<file path="config.mk">
export PLATFORM = sky130hd
export DESIGN_NAME = msc_mem_size_cfg
export DESIGN_NICKNAME = d
export VERILOG_FILES = /design/src/msc_pkg.sv /design/src/msc_mem_size_cfg.sv /design/src/msc_size_reg.sv
export SDC_FILE = /design/constraint.sdc
export NUM_CORES = 1
export LEC_CHECK = 0
export ABC_CLOCK_PERIOD_IN_PS = 2900
export BUFFER_PORTS_ARGS = -buffer_cell sky130_fd_sc_hd__buf_2
export CORE_ASPECT_RATIO = 0.5
export CORE_MARGIN = 2
export CORE_UTILIZATION = 45
export DETAILED_ROUTE_END_ITERATION = 12
export PLACE_DENSITY = 0.84
export SKIP_CTS_REPAIR_TIMING = 1
export SYNTH_ARGS = -nofsm -noshare
export SYNTH_HDL_FRONTEND = slang
export SYNTH_SLANG_ARGS = --single-unit
</file>
<file path="constraint.sdc">
create_clock -name sys_clk -period 2.9 [get_ports sys_clk]
set_clock_uncertainty 0.05 [all_clocks]
set_input_delay 0.435 -clock sys_clk [delete_from_list [all_inputs] [get_ports sys_clk]]
set_output_delay 0.435 -clock sys_clk [all_outputs]
set_load 0.01 [all_outputs]
</file>
<file path="src/msc_pkg.sv">
// Constants and carriers shared by the memory size configuration block.
// Assumes one system clock and a byte-wide internal memory-mapped bus.
package msc_pkg;

  ////////////////////////////////////////////////////////////////////////
  // Register map, byte addresses on the internal bus
  localparam logic [15:0] MSC_MEM_SIZE_SEL_ADDR = 16'hFFF0;  // Main size select
  localparam logic [15:0] MSC_EXP_SIZE_SEL_ADDR = 16'hFFF4;  // Expansion size select

  // Values after reset
  localparam logic [7:0] MSC_MEM_SIZE_SEL_RST = 8'hCF;  // 1024 B RAM, 60 KB ROM
  localparam logic [7:0] MSC_EXP_SIZE_SEL_RST = 8'h0C;  // No expansion RAM

  // Writable bits; others are fixed at zero
  localparam logic [7:0] MSC_MEM_SIZE_SEL_MASK = 8'hEF;  // Bit 4 fixed zero
  localparam logic [7:0] MSC_EXP_SIZE_SEL_MASK = 8'h0F;  // Bits 7..4 fixed zero

  // Field positions
  localparam int MSC_HS_RAM_LSB   = 5;  // Bits 7..5
  localparam int MSC_PROG_ROM_LSB = 0;  // Bits 3..0
  localparam int MSC_EXP_RAM_LSB  = 0;  // Bits 3..0

  ////////////////////////////////////////////////////////////////////////
  // Capacity codes
  localparam logic [2:0] MSC_HS_RAM_1K   = 3'h6;  // 1024 bytes
  localparam logic [3:0] MSC_ROM_32K     = 4'h8;  // 32 KB
  localparam logic [3:0] MSC_ROM_48K     = 4'hC;  // 48 KB
  localparam logic [3:0] MSC_ROM_60K     = 4'hF;  // 60 KB
  localparam logic [3:0] MSC_EXP_RAM_0   = 4'hC;  // 0 bytes
  localparam logic [3:0] MSC_EXP_RAM_1K  = 4'hA;  // 1024 bytes
  localparam logic [3:0] MSC_EXP_RAM_2K  = 4'h8;  // 2048 bytes

  // Capacities in bytes
  localparam logic [10:0] MSC_HS_RAM_BYTES_1K  = 11'h400;
  localparam logic [16:0] MSC_ROM_BYTES_32K    = 17'h08000;
  localparam logic [16:0] MSC_ROM_BYTES_48K    = 17'h0C000;
  localparam logic [16:0] MSC_ROM_BYTES_60K    = 17'h0F000;
  localparam logic [11:0] MSC_EXP_BYTES_1K     = 12'h400;
  localparam logic [11:0] MSC_EXP_BYTES_2K     = 12'h800;

  // Default start of the expansion RAM window
  localparam logic [16:0] MSC_EXP_BASE_DEFAULT = 17'h0C000;

  ////////////////////////////////////////////////////////////////////////
  // Byte access from the processor side
  typedef struct packed {
    logic        rd;     // Read strobe, one cycle
    logic        wr;     // Write strobe, one cycle
    logic [15:0] addr;   // Byte address
    logic [7:0]  wdata;  // Write byte
  } msc_bus_req_t;

  // Decoded capacities handed to the memory controllers
  typedef struct packed {
    logic [10:0] hs_ram_bytes;   // High-speed RAM size
    logic [16:0] rom_bytes;      // Program store size
    logic [11:0] exp_ram_bytes;  // Expansion RAM size
    logic        hs_ram_ok;      // RAM code is a listed one
    logic        rom_ok;         // ROM code is a listed one
    logic        exp_ok;         // Expansion code is a listed one
    logic        overlap;        // ROM runs into expansion RAM
  } msc_cfg_t;

  // Write-order tracking states, one-hot
  typedef enum logic [2:0] {
    MSC_ST_FRESH    = 3'b001,  // Main register not written since reset
    MSC_ST_MAIN_SET = 3'b010,  // Main register written
    MSC_ST_ALL_SET  = 3'b100   // Expansion written after main
  } msc_order_t;

endpackage : msc_pkg

</file>
<file path="src/msc_mem_size_cfg.sv">
// Memory size configuration registers and their capacity decode.
// Assumes byte accesses from the local processor on sys_clk.
`timescale 1ns/1ns
module msc_mem_size_cfg
  import msc_pkg::*;
#(
  parameter logic [16:0] EXP_RAM_BASE = MSC_EXP_BASE_DEFAULT  // Expansion window start
)
(
  // Clock and reset
  input  wire logic         sys_clk,
  input  wire logic         nrst,
  // Processor byte bus
  input  wire msc_bus_req_t bus_req,
  output logic              rd_valid,
  output logic              rd_hit,
  output logic        [7:0] rd_data,
  // Decoded capacities
  output msc_cfg_t          mem_cfg,
  // Configuration status
  output logic              order_error,
  output logic              cfg_done
);

  ////////////////////////////////////////////////////////////////////////
  // Elaboration checks
  // The window must sit inside the 64 KB space and on a 1 KB boundary
  if (EXP_RAM_BASE > 17'h10000 || EXP_RAM_BASE[9:0] != 10'h000)
  begin : g_bad_base
    $error("msc_mem_size_cfg: expansion base out of range or unaligned");
  end

  ////////////////////////////////////////////////////////////////////////
  // Address decode
  logic       sel_main;          // Main register addressed
  logic       sel_exp;           // Expansion register addressed
  logic       wr_main;           // Write to main register
  logic       wr_exp;            // Write to expansion register
  logic [7:0] mem_size_select;   // Main register contents
  logic [7:0] expansion_ram_size_select;  // Expansion register contents
  logic [7:0] next_mem_size_select;       // Main value after this edge
  logic [7:0] next_expansion_ram_size_select;  // Expansion value after edge

  // Only exact byte addresses hit; the bus is one byte wide throughout
  always_comb
  begin
    sel_main = (bus_req.addr == MSC_MEM_SIZE_SEL_ADDR);
    sel_exp  = (bus_req.addr == MSC_EXP_SIZE_SEL_ADDR);
    wr_main  = bus_req.wr && sel_main;
    wr_exp   = bus_req.wr && sel_exp;
  end

  ////////////////////////////////////////////////////////////////////////
  // The two registers
  // Main register: bit 4 stays zero whatever is written
  msc_size_reg #(
    .RESET_VAL (MSC_MEM_SIZE_SEL_RST),
    .WR_MASK   (MSC_MEM_SIZE_SEL_MASK)
  ) u_mem_size_select (
    .sys_clk    (sys_clk),
    .nrst       (nrst),
    .wr_en      (wr_main),
    .wr_data    (bus_req.wdata),
    .value      (mem_size_select),
    .next_value (next_mem_size_select)
  );

  // Expansion register: only the low nibble is kept
  msc_size_reg #(
    .RESET_VAL (MSC_EXP_SIZE_SEL_RST),
    .WR_MASK   (MSC_EXP_SIZE_SEL_MASK)
  ) u_expansion_ram_size_select (
    .sys_clk    (sys_clk),
    .nrst       (nrst),
    .wr_en      (wr_exp),
    .wr_data    (bus_req.wdata),
    .value      (expansion_ram_size_select),
    .next_value (next_expansion_ram_size_select)
  );

  ////////////////////////////////////////////////////////////////////////
  // Read port
  logic       next_rd_valid;  // Answer strobe
  logic       next_rd_hit;    // Answer came from a mapped address
  logic [7:0] next_rd_data;   // Answer byte

  // Answer one cycle after the strobe; unmapped addresses read zero
  always_comb
  begin
    next_rd_valid = bus_req.rd;
    next_rd_hit   = 1'b0;
    next_rd_data  = 8'h00;
    if (bus_req.rd)
    begin
      if (sel_main)
      begin
        next_rd_hit  = 1'b1;
        next_rd_data = mem_size_select;
      end
      else if (sel_exp)
      begin
        next_rd_hit  = 1'b1;
        next_rd_data = expansion_ram_size_select;
      end
      else
      begin
        next_rd_data = 8'h00;
      end
    end
  end

  // Answer registers
  always_ff @(posedge sys_clk)
  begin
    if (!nrst)
    begin
      rd_valid <= 1'b0;
      rd_hit   <= 1'b0;
      rd_data  <= 8'h00;
    end
    else
    begin
      rd_valid <= next_rd_valid;
      rd_hit   <= next_rd_hit;
      rd_data  <= next_rd_data;
    end
  end

  ////////////////////////////////////////////////////////////////////////
  // Capacity decode
  // Decoding the next register values lets the outputs come from
  // flip-flops yet still change on the very edge that takes the write.
  logic [2:0] hs_code;    // RAM field
  logic [3:0] rom_code;   // ROM field
  logic [3:0] exp_code;   // Expansion field
  msc_cfg_t   next_mem_cfg;  // Decoded capacities after this edge

  always_comb
  begin
    hs_code  = next_mem_size_select[MSC_HS_RAM_LSB +: 3];
    rom_code = next_mem_size_select[MSC_PROG_ROM_LSB +: 4];
    exp_code = next_expansion_ram_size_select[MSC_EXP_RAM_LSB +: 4];

    // Prohibited codes decode to zero size and drop the ok flag
    next_mem_cfg = '0;

    if (hs_code == MSC_HS_RAM_1K)
    begin
      next_mem_cfg.hs_ram_bytes = MSC_HS_RAM_BYTES_1K;
      next_mem_cfg.hs_ram_ok    = 1'b1;
    end

    case (rom_code)
      MSC_ROM_32K:
      begin
        next_mem_cfg.rom_bytes = MSC_ROM_BYTES_32K;
        next_mem_cfg.rom_ok    = 1'b1;
      end
      MSC_ROM_48K:
      begin
        next_mem_cfg.rom_bytes = MSC_ROM_BYTES_48K;
        next_mem_cfg.rom_ok    = 1'b1;
      end
      MSC_ROM_60K:
      begin
        next_mem_cfg.rom_bytes = MSC_ROM_BYTES_60K;
        next_mem_cfg.rom_ok    = 1'b1;
      end
      default:
      begin
        // Software is trusted to avoid these; flagged, not repaired
        next_mem_cfg.rom_ok = 1'b0;
      end
    endcase

    case (exp_code)
      MSC_EXP_RAM_0:
      begin
        next_mem_cfg.exp_ram_bytes = 12'h000;
        next_mem_cfg.exp_ok        = 1'b1;
      end
      MSC_EXP_RAM_1K:
      begin
        next_mem_cfg.exp_ram_bytes = MSC_EXP_BYTES_1K;
        next_mem_cfg.exp_ok        = 1'b1;
      end
      MSC_EXP_RAM_2K:
      begin
        next_mem_cfg.exp_ram_bytes = MSC_EXP_BYTES_2K;
        next_mem_cfg.exp_ok        = 1'b1;
      end
      default:
      begin
        next_mem_cfg.exp_ok = 1'b0;
      end
    endcase

    // Overlap is only reported, the memories still use the settings
    next_mem_cfg.overlap = (next_mem_cfg.exp_ram_bytes != 12'h000)
                        && (next_mem_cfg.rom_bytes > EXP_RAM_BASE);
  end

  // Decoded capacity registers, reset to the decode of the reset values
  always_ff @(posedge sys_clk)
  begin
    if (!nrst)
    begin
      mem_cfg               <= '0;
      mem_cfg.hs_ram_bytes  <= MSC_HS_RAM_BYTES_1K;
      mem_cfg.rom_bytes     <= MSC_ROM_BYTES_60K;
      mem_cfg.exp_ram_bytes <= 12'h000;
      mem_cfg.hs_ram_ok     <= 1'b1;
      mem_cfg.rom_ok        <= 1'b1;
      mem_cfg.exp_ok        <= 1'b1;
    end
    else
    begin
      mem_cfg <= next_mem_cfg;
    end
  end

  ////////////////////////////////////////////////////////////////////////
  // Write order tracking
  // Watches that the main register is set before the expansion one.
  msc_order_t order_state;       // Current step
  msc_order_t next_order_state;  // Step after this edge
  logic       next_order_error;  // Sticky order fault
  logic       next_cfg_done;     // Both written in order

  always_comb
  begin
    next_order_state = order_state;
    next_order_error = order_error;
    case (order_state)
      MSC_ST_FRESH:
      begin
        if (wr_main)
        begin
          next_order_state = MSC_ST_MAIN_SET;
        end
        else if (wr_exp)
        begin
          next_order_error = 1'b1;
        end
      end
      MSC_ST_MAIN_SET:
      begin
        if (wr_exp)
        begin
          next_order_state = MSC_ST_ALL_SET;
        end
      end
      MSC_ST_ALL_SET:
      begin
        // A new main write reopens the sequence
        if (wr_main)
        begin
          next_order_state = MSC_ST_MAIN_SET;
        end
      end
      default:
      begin
        next_order_state = MSC_ST_FRESH;
      end
    endcase
    next_cfg_done = (next_order_state == MSC_ST_ALL_SET);
  end

  // Order registers; the fault is cleared only by reset
  always_ff @(posedge sys_clk)
  begin
    if (!nrst)
    begin
      order_state <= MSC_ST_FRESH;
      order_error <= 1'b0;
      cfg_done    <= 1'b0;
    end
    else
    begin
      order_state <= next_order_state;
      order_error <= next_order_error;
      cfg_done    <= next_cfg_done;
    end
  end

endmodule : msc_mem_size_cfg

</file>
<file path="src/msc_size_reg.sv">
// One byte-wide size select register with fixed-zero bits.
// Assumes the write strobe comes from logic on the same clock.
`timescale 1ns/1ns
module msc_size_reg
  import msc_pkg::*;
#(
  parameter logic [7:0] RESET_VAL = 8'h00,  // Value after reset
  parameter logic [7:0] WR_MASK   = 8'hFF   // Writable bits
)
(
  // Clock and reset
  input  wire logic       sys_clk,
  input  wire logic       nrst,
  // Write side
  input  wire logic       wr_en,
  input  wire logic [7:0] wr_data,
  // Register contents
  output logic      [7:0] value,
  output logic      [7:0] next_value
);

  ////////////////////////////////////////////////////////////////////////
  // A reset value with fixed bits set could never be written back
  if ((RESET_VAL & ~WR_MASK) != 8'h00)
  begin : g_bad_reset
    $error("msc_size_reg: reset value sets a fixed-zero bit");
  end

  ////////////////////////////////////////////////////////////////////////
  // Next value: whole byte replaced, fixed bits forced low
  always_comb
  begin
    next_value = value;
    if (wr_en)
    begin
      next_value = wr_data & WR_MASK;
    end
  end

  // Storage
  always_ff @(posedge sys_clk)
  begin
    if (!nrst)
    begin
      value <= RESET_VAL;
    end
    else
    begin
      value <= next_value;
    end
  end

endmodule : msc_size_reg

</file>
Word-level counts from Yosys, hierarchy flattened
Cells that the tools add are included.
- add/subtract/negate cells: 0
- multipliers: 0
- div/mod/pow operators: 0
- magnitude comparators: 1
- equal/unequal tests: 13
- shifts and indexed selects: 0
- muxes and demuxes: 15
- bitwise logic cells: 2
- reduce and logical (&&, ||, !) cells: 10
- operator list (operator ; count):
    16-bit one-hot mux with 3 select lines ; 1
    16-bit equality test (second input constant) ; 2
    4-bit equality test (second input constant) ; 6
    12-bit one-hot mux with 2 select lines ; 1
    17-bit by 16-bit greater-than comparator with 1-bit output (second input constant) ; 1
    8-bit 2-to-1 mux ; 2
    12-bit nonzero test ; 1
    11-bit 2-to-1 mux ; 1
    3-bit equality test (second input constant) ; 3
    4-bit 2-to-1 mux ; 2
    3-bit 2-to-1 mux ; 2
    3-bit one-hot mux with 2 select lines ; 1
    3-bit OR reduction ; 2
    1-bit 2-to-1 mux ; 5
    2-bit OR reduction ; 2
    3-bit by 1-bit equality test with 1-bit output (second input constant) ; 1
    3-bit by 2-bit equality test with 1-bit output (second input constant) ; 1
    1-bit logical AND ; 3
    3-bit AND reduction ; 1
    1-bit inverter ; 2
    2-bit AND reduction ; 1
- bits in registers: 70
- bits in latches: 0
- RAM bits: 0
- ROM bits: 0
- input bits: 28
- output and inout port bits: 56
- memories kept: 0

Longest topological paths before layout
- word-level depth: 7
- depth in mapped cells: 6
- depth with buffers taken out: 4

By module
From an unflattened synthesis, not the netlist that was laid out.
- cell total of the unflattened synthesis: 189
- area total of the unflattened synthesis: 1911.8 µm²
- by module, submodules not included (module ; times used ; cells an instance ; area each (µm²) ; sequential area each (µm²)):
    msc_mem_size_cfg ; 1 ; 137 ; 1252.5 ; 480.5
    msc_size_reg (u_mem_size_select) ; 1 ; 26 ; 339.1 ; 160.2
    msc_size_reg (u_expansion_ram_size_select) ; 1 ; 26 ; 320.3 ; 160.2

Worst setup path before layout
OpenSTA, ideal clock, no wires.
- path kind: input to register
- start point: input bus_req[11] (netlist name)
- end point: register cfg_done
- arrival time: 2.252 ns
- data required time: 2.764 ns
- slack: 0.512 ns
- stages: 5
- path through: or4b_1 or4_1 buf_2 or4_4 a211oi_1
- word-level cells in the longest chain between the ends: 5
- ends and longest elaborated chain (item ; line ; RTL):
    from (decl) ; msc_mem_size_cfg.sv:14 ; input wire msc_bus_req_t bus_req,
    16-bit equality test, on equally long branches ; msc_mem_size_cfg.sv:47, msc_mem_size_cfg.sv:48 ;
    1-bit logical AND, on equally long branches ; msc_mem_size_cfg.sv:49, msc_mem_size_cfg.sv:50 ;
    3-bit 2-to-1 mux, on equally long branches ; msc_mem_size_cfg.sv:237, msc_mem_size_cfg.sv:256, msc_mem_size_cfg.sv:248 ;
    3-bit one-hot mux with 2 select lines * ; msc_mem_size_cfg.sv:234 ; case (order_state)
    3-bit equality test * ; msc_mem_size_cfg.sv:266 ; next_cfg_done = (next_order_state == MSC_ST_ALL_SET);
    to (signal assigned) ; msc_mem_size_cfg.sv:282 ; cfg_done <= next_cfg_done;
    to (decl) ; msc_mem_size_cfg.sv:22 ; output logic cfg_done
Mark *: on every way between the ends. The rest lies on a longest branch, timed or not.
A chain may end at the register's enable or synchronous reset.

Worst setup path in the final report
- start point: input bus_req[11] (netlist name)
- end point: register mem_cfg[0] (netlist name)
- word-level cells in the longest chain between the ends: 7
- ends and longest elaborated chain (item ; line ; RTL):
    16-bit equality test, on equally long branches ; msc_mem_size_cfg.sv:47, msc_mem_size_cfg.sv:48 ;
    1-bit logical AND, on equally long branches ; msc_mem_size_cfg.sv:49, msc_mem_size_cfg.sv:50 ;
    8-bit 2-to-1 mux / 4-bit 2-to-1 mux (equally long branches) ; msc_size_reg.sv:34 ; if (wr_en)
    4-bit equality test, on equally long branches ; msc_mem_size_cfg.sv:153, msc_mem_size_cfg.sv:176 ;
    16-bit one-hot mux with 3 select lines / 12-bit one-hot mux with 2 select lines (equally long branches) ; msc_mem_size_cfg.sv:153, msc_mem_size_cfg.sv:176 ;
    17-bit by 16-bit greater-than comparator with 1-bit output / 12-bit nonzero test (equally long branches) ; msc_mem_size_cfg.sv:200, msc_mem_size_cfg.sv:199 ;
    1-bit logical AND * ; msc_mem_size_cfg.sv:200 ; && (next_mem_cfg.rom_bytes > EXP_RAM_BASE);
    to (signal assigned) ; msc_mem_size_cfg.sv:218 ; mem_cfg <= next_mem_cfg;
    to (decl) ; msc_mem_size_cfg.sv:19 ; output msc_cfg_t mem_cfg,
Marks and branches as above.

==> run_summary.xml <==
<?xml version="1.0" encoding="UTF-8"?>
<metrics>
  <group name="routing">
    <metric name="detailedRoute.firstIterationViolations" unit="">151</metric>
    <metric name="drtPass1Iterations" unit="">4</metric>
    <metric name="remaining_drc_errors" unit="">0</metric>
    <metric name="avgViaCountPerCell" unit="">4.857</metric>
    <metric name="drtAntennaViolNets" unit="">0</metric>
    <metric name="detail_route.wl_per_cell" unit="µm">11.44</metric>
    <metric name="route.vias.total" unit="">1423</metric>
    <metric name="route.final.wire_length" unit="µm">3351</metric>
  </group>
  <group name="clock_network">
    <metric name="cts_tree" unit="">done</metric>
    <metric name="level_count_of_the_clock_h_tree" unit="">2</metric>
    <metric name="cts_made_buffers" unit="">5</metric>
    <metric name="insertion_delay" unit="ns">0.29</metric>
    <metric name="clock_sinks" unit="">34</metric>
    <metric name="clkTransAtPathRegs" unit="ns">0.07</metric>
    <metric name="cts_root_buffer" unit="">sky130_fd_sc_hd__clkbuf_8</metric>
    <metric name="clk_path_buf_depth" unit="">2</metric>
  </group>
  <group name="finish">
    <metric name="insertedDiodeCount" unit="">0</metric>
    <metric name="final_nets" unit="">269</metric>
    <metric name="post-route-util" unit="%">54.44</metric>
    <metric name="post_route_cells_drive_above_1_share" unit="%">24.79</metric>
    <metric name="finish.instance_area" unit="µm²">1911</metric>
    <metric name="syn2layout_area_growth" unit="%">13.28</metric>
    <metric name="most_common_cell_after_layout_fill_and_taps_aside" unit="">sky130_fd_sc_hd__buf_2</metric>
    <metric name="most-common-layout-cells" unit="">sky130_fd_sc_hd__buf_2 (48), sky130_fd_sc_hd__conb_1 (34), sky130_fd_sc_hd__dfxtp_1 (34), sky130_fd_sc_hd__nand3_1 (20), sky130_fd_sc_hd__o21ai_0 (17)</metric>
    <metric name="total_of_fill_cells_in_the_finished_design" unit="">316</metric>
  </group>
  <group name="job">
    <metric name="cap_violations" unit="">0</metric>
  </group>
  <group name="power_and_ir_drop">
    <metric name="cellPowerDensity" unit="nW/µm²">469.3</metric>
    <metric name="vdd_ir_drop_max" unit="mV">0.1690</metric>
    <metric name="p_total" unit="mW">0.8966</metric>
    <metric name="power_leakage" unit="nW">0.8422</metric>
  </group>
  <group name="timing">
    <metric name="max_slew_margin" unit="%">54.75</metric>
    <metric name="holdWs" unit="ns">0.3386</metric>
    <metric name="setup-tns-final" unit="ns">0</metric>
    <metric name="tightest_slew" unit="ns">0.6731</metric>
    <metric name="setup_viol" unit="">0</metric>
    <metric name="final.min_clock_period" unit="ns">2.277</metric>
    <metric name="post_route_clock_period_utilization" unit="%">78.51</metric>
    <metric name="slew_violations" unit="">0</metric>
    <metric name="rsz0062_at_grt" unit="">false</metric>
    <metric name="timing_hold_violations_final" unit="">0</metric>
    <metric name="fmax" unit="MHz">439.2</metric>
  </group>
  <group name="setup_path">
    <metric name="ff2ff_path_depth" unit="">3</metric>
    <metric name="timing.rr.end" unit="">order_state[2]$_SDFF_PN0_</metric>
    <metric name="critical_path.startpoint" unit="">bus_req[11]</metric>
    <metric name="cp.arrival" unit="ns">2.44</metric>
    <metric name="endpoint" unit="">mem_cfg[0]$_SDFF_PN0_</metric>
    <metric name="cp.required" unit="ns">3.07</metric>
    <metric name="crit_fanout" unit="">24</metric>
    <metric name="worstReg2RegStart" unit="">order_state[1]$_SDFF_PN0_</metric>
    <metric name="worstSetupStartpointType" unit="">primary input</metric>
    <metric name="worst_setup_path_end_kind" unit="">register</metric>
    <metric name="setup.worst_path.class" unit="">in2reg</metric>
    <metric name="reg2reg_slack" unit="ns">1.55</metric>
  </group>
  <group name="global_routing">
    <metric name="first_pass_grt_wire_length" unit="µm">5244</metric>
    <metric name="grt_antenna_before_repair" unit="">0</metric>
    <metric name="globalRouteTotalUtil" unit="%">16.01</metric>
    <metric name="grt_pass1_vias" unit="">1190</metric>
    <metric name="use_met1" unit="%">18.09</metric>
    <metric name="gr-usage-met3" unit="%">5.939</metric>
    <metric name="most_heavily_used_metal_layer_in_global_routing" unit="">met2</metric>
    <metric name="gr-usage-met2" unit="%">28.36</metric>
    <metric name="grt_start_max_net_pins" unit="">25</metric>
    <metric name="overflow" unit="">0</metric>
  </group>
  <group name="floorplanning">
    <metric name="floorplan.initialDensity" unit="%">48.06</metric>
    <metric name="die_area" unit="µm²">4284</metric>
    <metric name="ios" unit="">84</metric>
    <metric name="fp.coreArea" unit="µm²">3510</metric>
    <metric name="cell_row_count" unit="">15</metric>
    <metric name="dieWidth" unit="µm">90.58</metric>
    <metric name="fp.dieH" unit="µm">47.29</metric>
  </group>
  <group name="logic_synthesis">
    <metric name="avgSynthCellArea" unit="µm²">8.475</metric>
    <metric name="synthesis.yosys.warnings" unit="">0</metric>
    <metric name="synth.yosys.seq_area_share" unit="%">40.36</metric>
    <metric name="postSynthCellCount" unit="">199</metric>
    <metric name="netlist_area" unit="µm²">1687</metric>
    <metric name="yosys.cell_types.count" unit="">35</metric>
    <metric name="total_of_flip_flops_plus_latches_after_synthesis" unit="">34</metric>
  </group>
  <group name="hold_path">
    <metric name="holdCritPathClass" unit="">in2reg</metric>
  </group>
  <group name="placement">
    <metric name="dp.final_hpwl" unit="µm">2495</metric>
    <metric name="place_congestion" unit="">0.8412</metric>
    <metric name="placed_inst_area" unit="µm²">1819</metric>
    <metric name="portBuffers" unit="">48</metric>
  </group>
  <group name="run_status">
    <metric name="run_status" unit="">completed</metric>
  </group>
</metrics>
per-stage QoR:
stage / std cells / worst slack (ns)
floorplan: 232 / 0.5122
global placement: 285 / 0.3691
detailed placement: 285 / 0.3322
CTS: 293 / 0.6328
global route: 293 / 0.5315
finish: 293 / 0.6232
cell families (layout without fill, tap and decap cells):
kind of cell,Yosys count,in the layout,synth area share [%]
compound gates,41,41,15.50
simple gates,64,64,20.18
buf+inv,52,62,19.66
flops,34,34,40.36
mux,6,6,3.561
other cells,1,34,0.2223
xor+xnor,1,1,0.5194
area by class of cell:
class	instances	area (µm²)	share of cell area (%)
Inverter	4	15.01	0.7859
Multi-Input combinational cell	146	804.5	42.11
Clock inverter	1	5.005	0.2620
Sequential cell	34	680.7	35.63
Clock buffer	7	86.33	4.519
Tap cell	51	63.81	3.340
Timing Repair Buffer	50	255.2	13.36
critical path, cell delays in order:
cell,delay (ns)
sky130_fd_sc_hd__buf_2,0.09
sky130_fd_sc_hd__or4b_1,0.57
sky130_fd_sc_hd__or4_1,0.52
sky130_fd_sc_hd__buf_4,0.23
sky130_fd_sc_hd__or3_1,0.41
sky130_fd_sc_hd__a22oi_1,0.18
synthesized netlist by cell type (all sizes together):
library cell	count	area share [%]
a211o	1	0.52
dfxtp	34	40
a22oi	1	0.45
o21ai	17	5.0
or4b	1	0.59
mux2i	6	3.6
buf	37	16
nor3	2	0.59
xnor2	1	0.52
nand3b	1	0.45
inv	4	0.89
a211oi	3	1.3
nor2b	1	0.37
clkbuf	11	2.4
nor4	2	0.74
or2	1	0.37
conb	1	0.22
and4	1	0.52
nor3b	3	1.3
o211ai	6	2.7
a21oi	5	1.5
or4	2	1.1
nand4	3	1.1
nand2b	4	1.5
a2111oi	1	0.52
o311ai	4	2.1
nand3	20	5.9
o31a	1	0.52
nand2	11	2.4
and2	2	0.74
o21a	2	0.89
or3	1	0.37
nor2	9	2.0
sequential cells by signal, summed over array words and instances (netlist names):
register / cells
mem_cfg: 9
rd_data: 7
u_mem_size_select.value: 7
u_expansion_ram_size_select.value: 4
order_state: 3
cfg_done: 1
order_error: 1
rd_hit: 1
rd_valid: 1
worst min path at each step:
stage / startpoint / end / slack [ns] / cells past startpoint
after detailed placement: order_error$_SDFFE_PN0P_ / order_error$_SDFFE_PN0P_ / 0.41 / 1
after global placement: order_error$_SDFFE_PN0P_ / order_error$_SDFFE_PN0P_ / 0.39 / 1
final: bus_req[25] / rd_valid$_SDFF_PN0_ / 0.34 / 2
after global routing: bus_req[25] / rd_valid$_SDFF_PN0_ / 0.35 / 2
after floorplan: u_expansion_ram_size_select.value[0]$_SDFF_PN0_ / u_expansion_ram_size_select.value[0]$_SDFF_PN0_ / 0.41 / 2
after CTS: bus_req[7] / u_mem_size_select.value[7]$_SDFF_PN1_ / 0.35 / 3
routing by layer:
layer / vias to the layer above / wire [µm]
li1: 715 / -
met1: 624 / 1428
met2: 78 / 1535
met3: 6 / 345
met4: 0 / 42
met5: - / 0
power by group:
| part | switching, mW | leakage (nW) | internal [mW] |
|---|---|---|---|
| registers | 0.000127 | 0.275 | 0.468 |
| logic | 0.0495 | 0.519 | 0.0203 |
| clock network | 0.168 | 0.0482 | 0.191 |
| total | 0.217 | 0.842 | 0.679 |
Note: power is estimated with default switching activity, not from simulation.
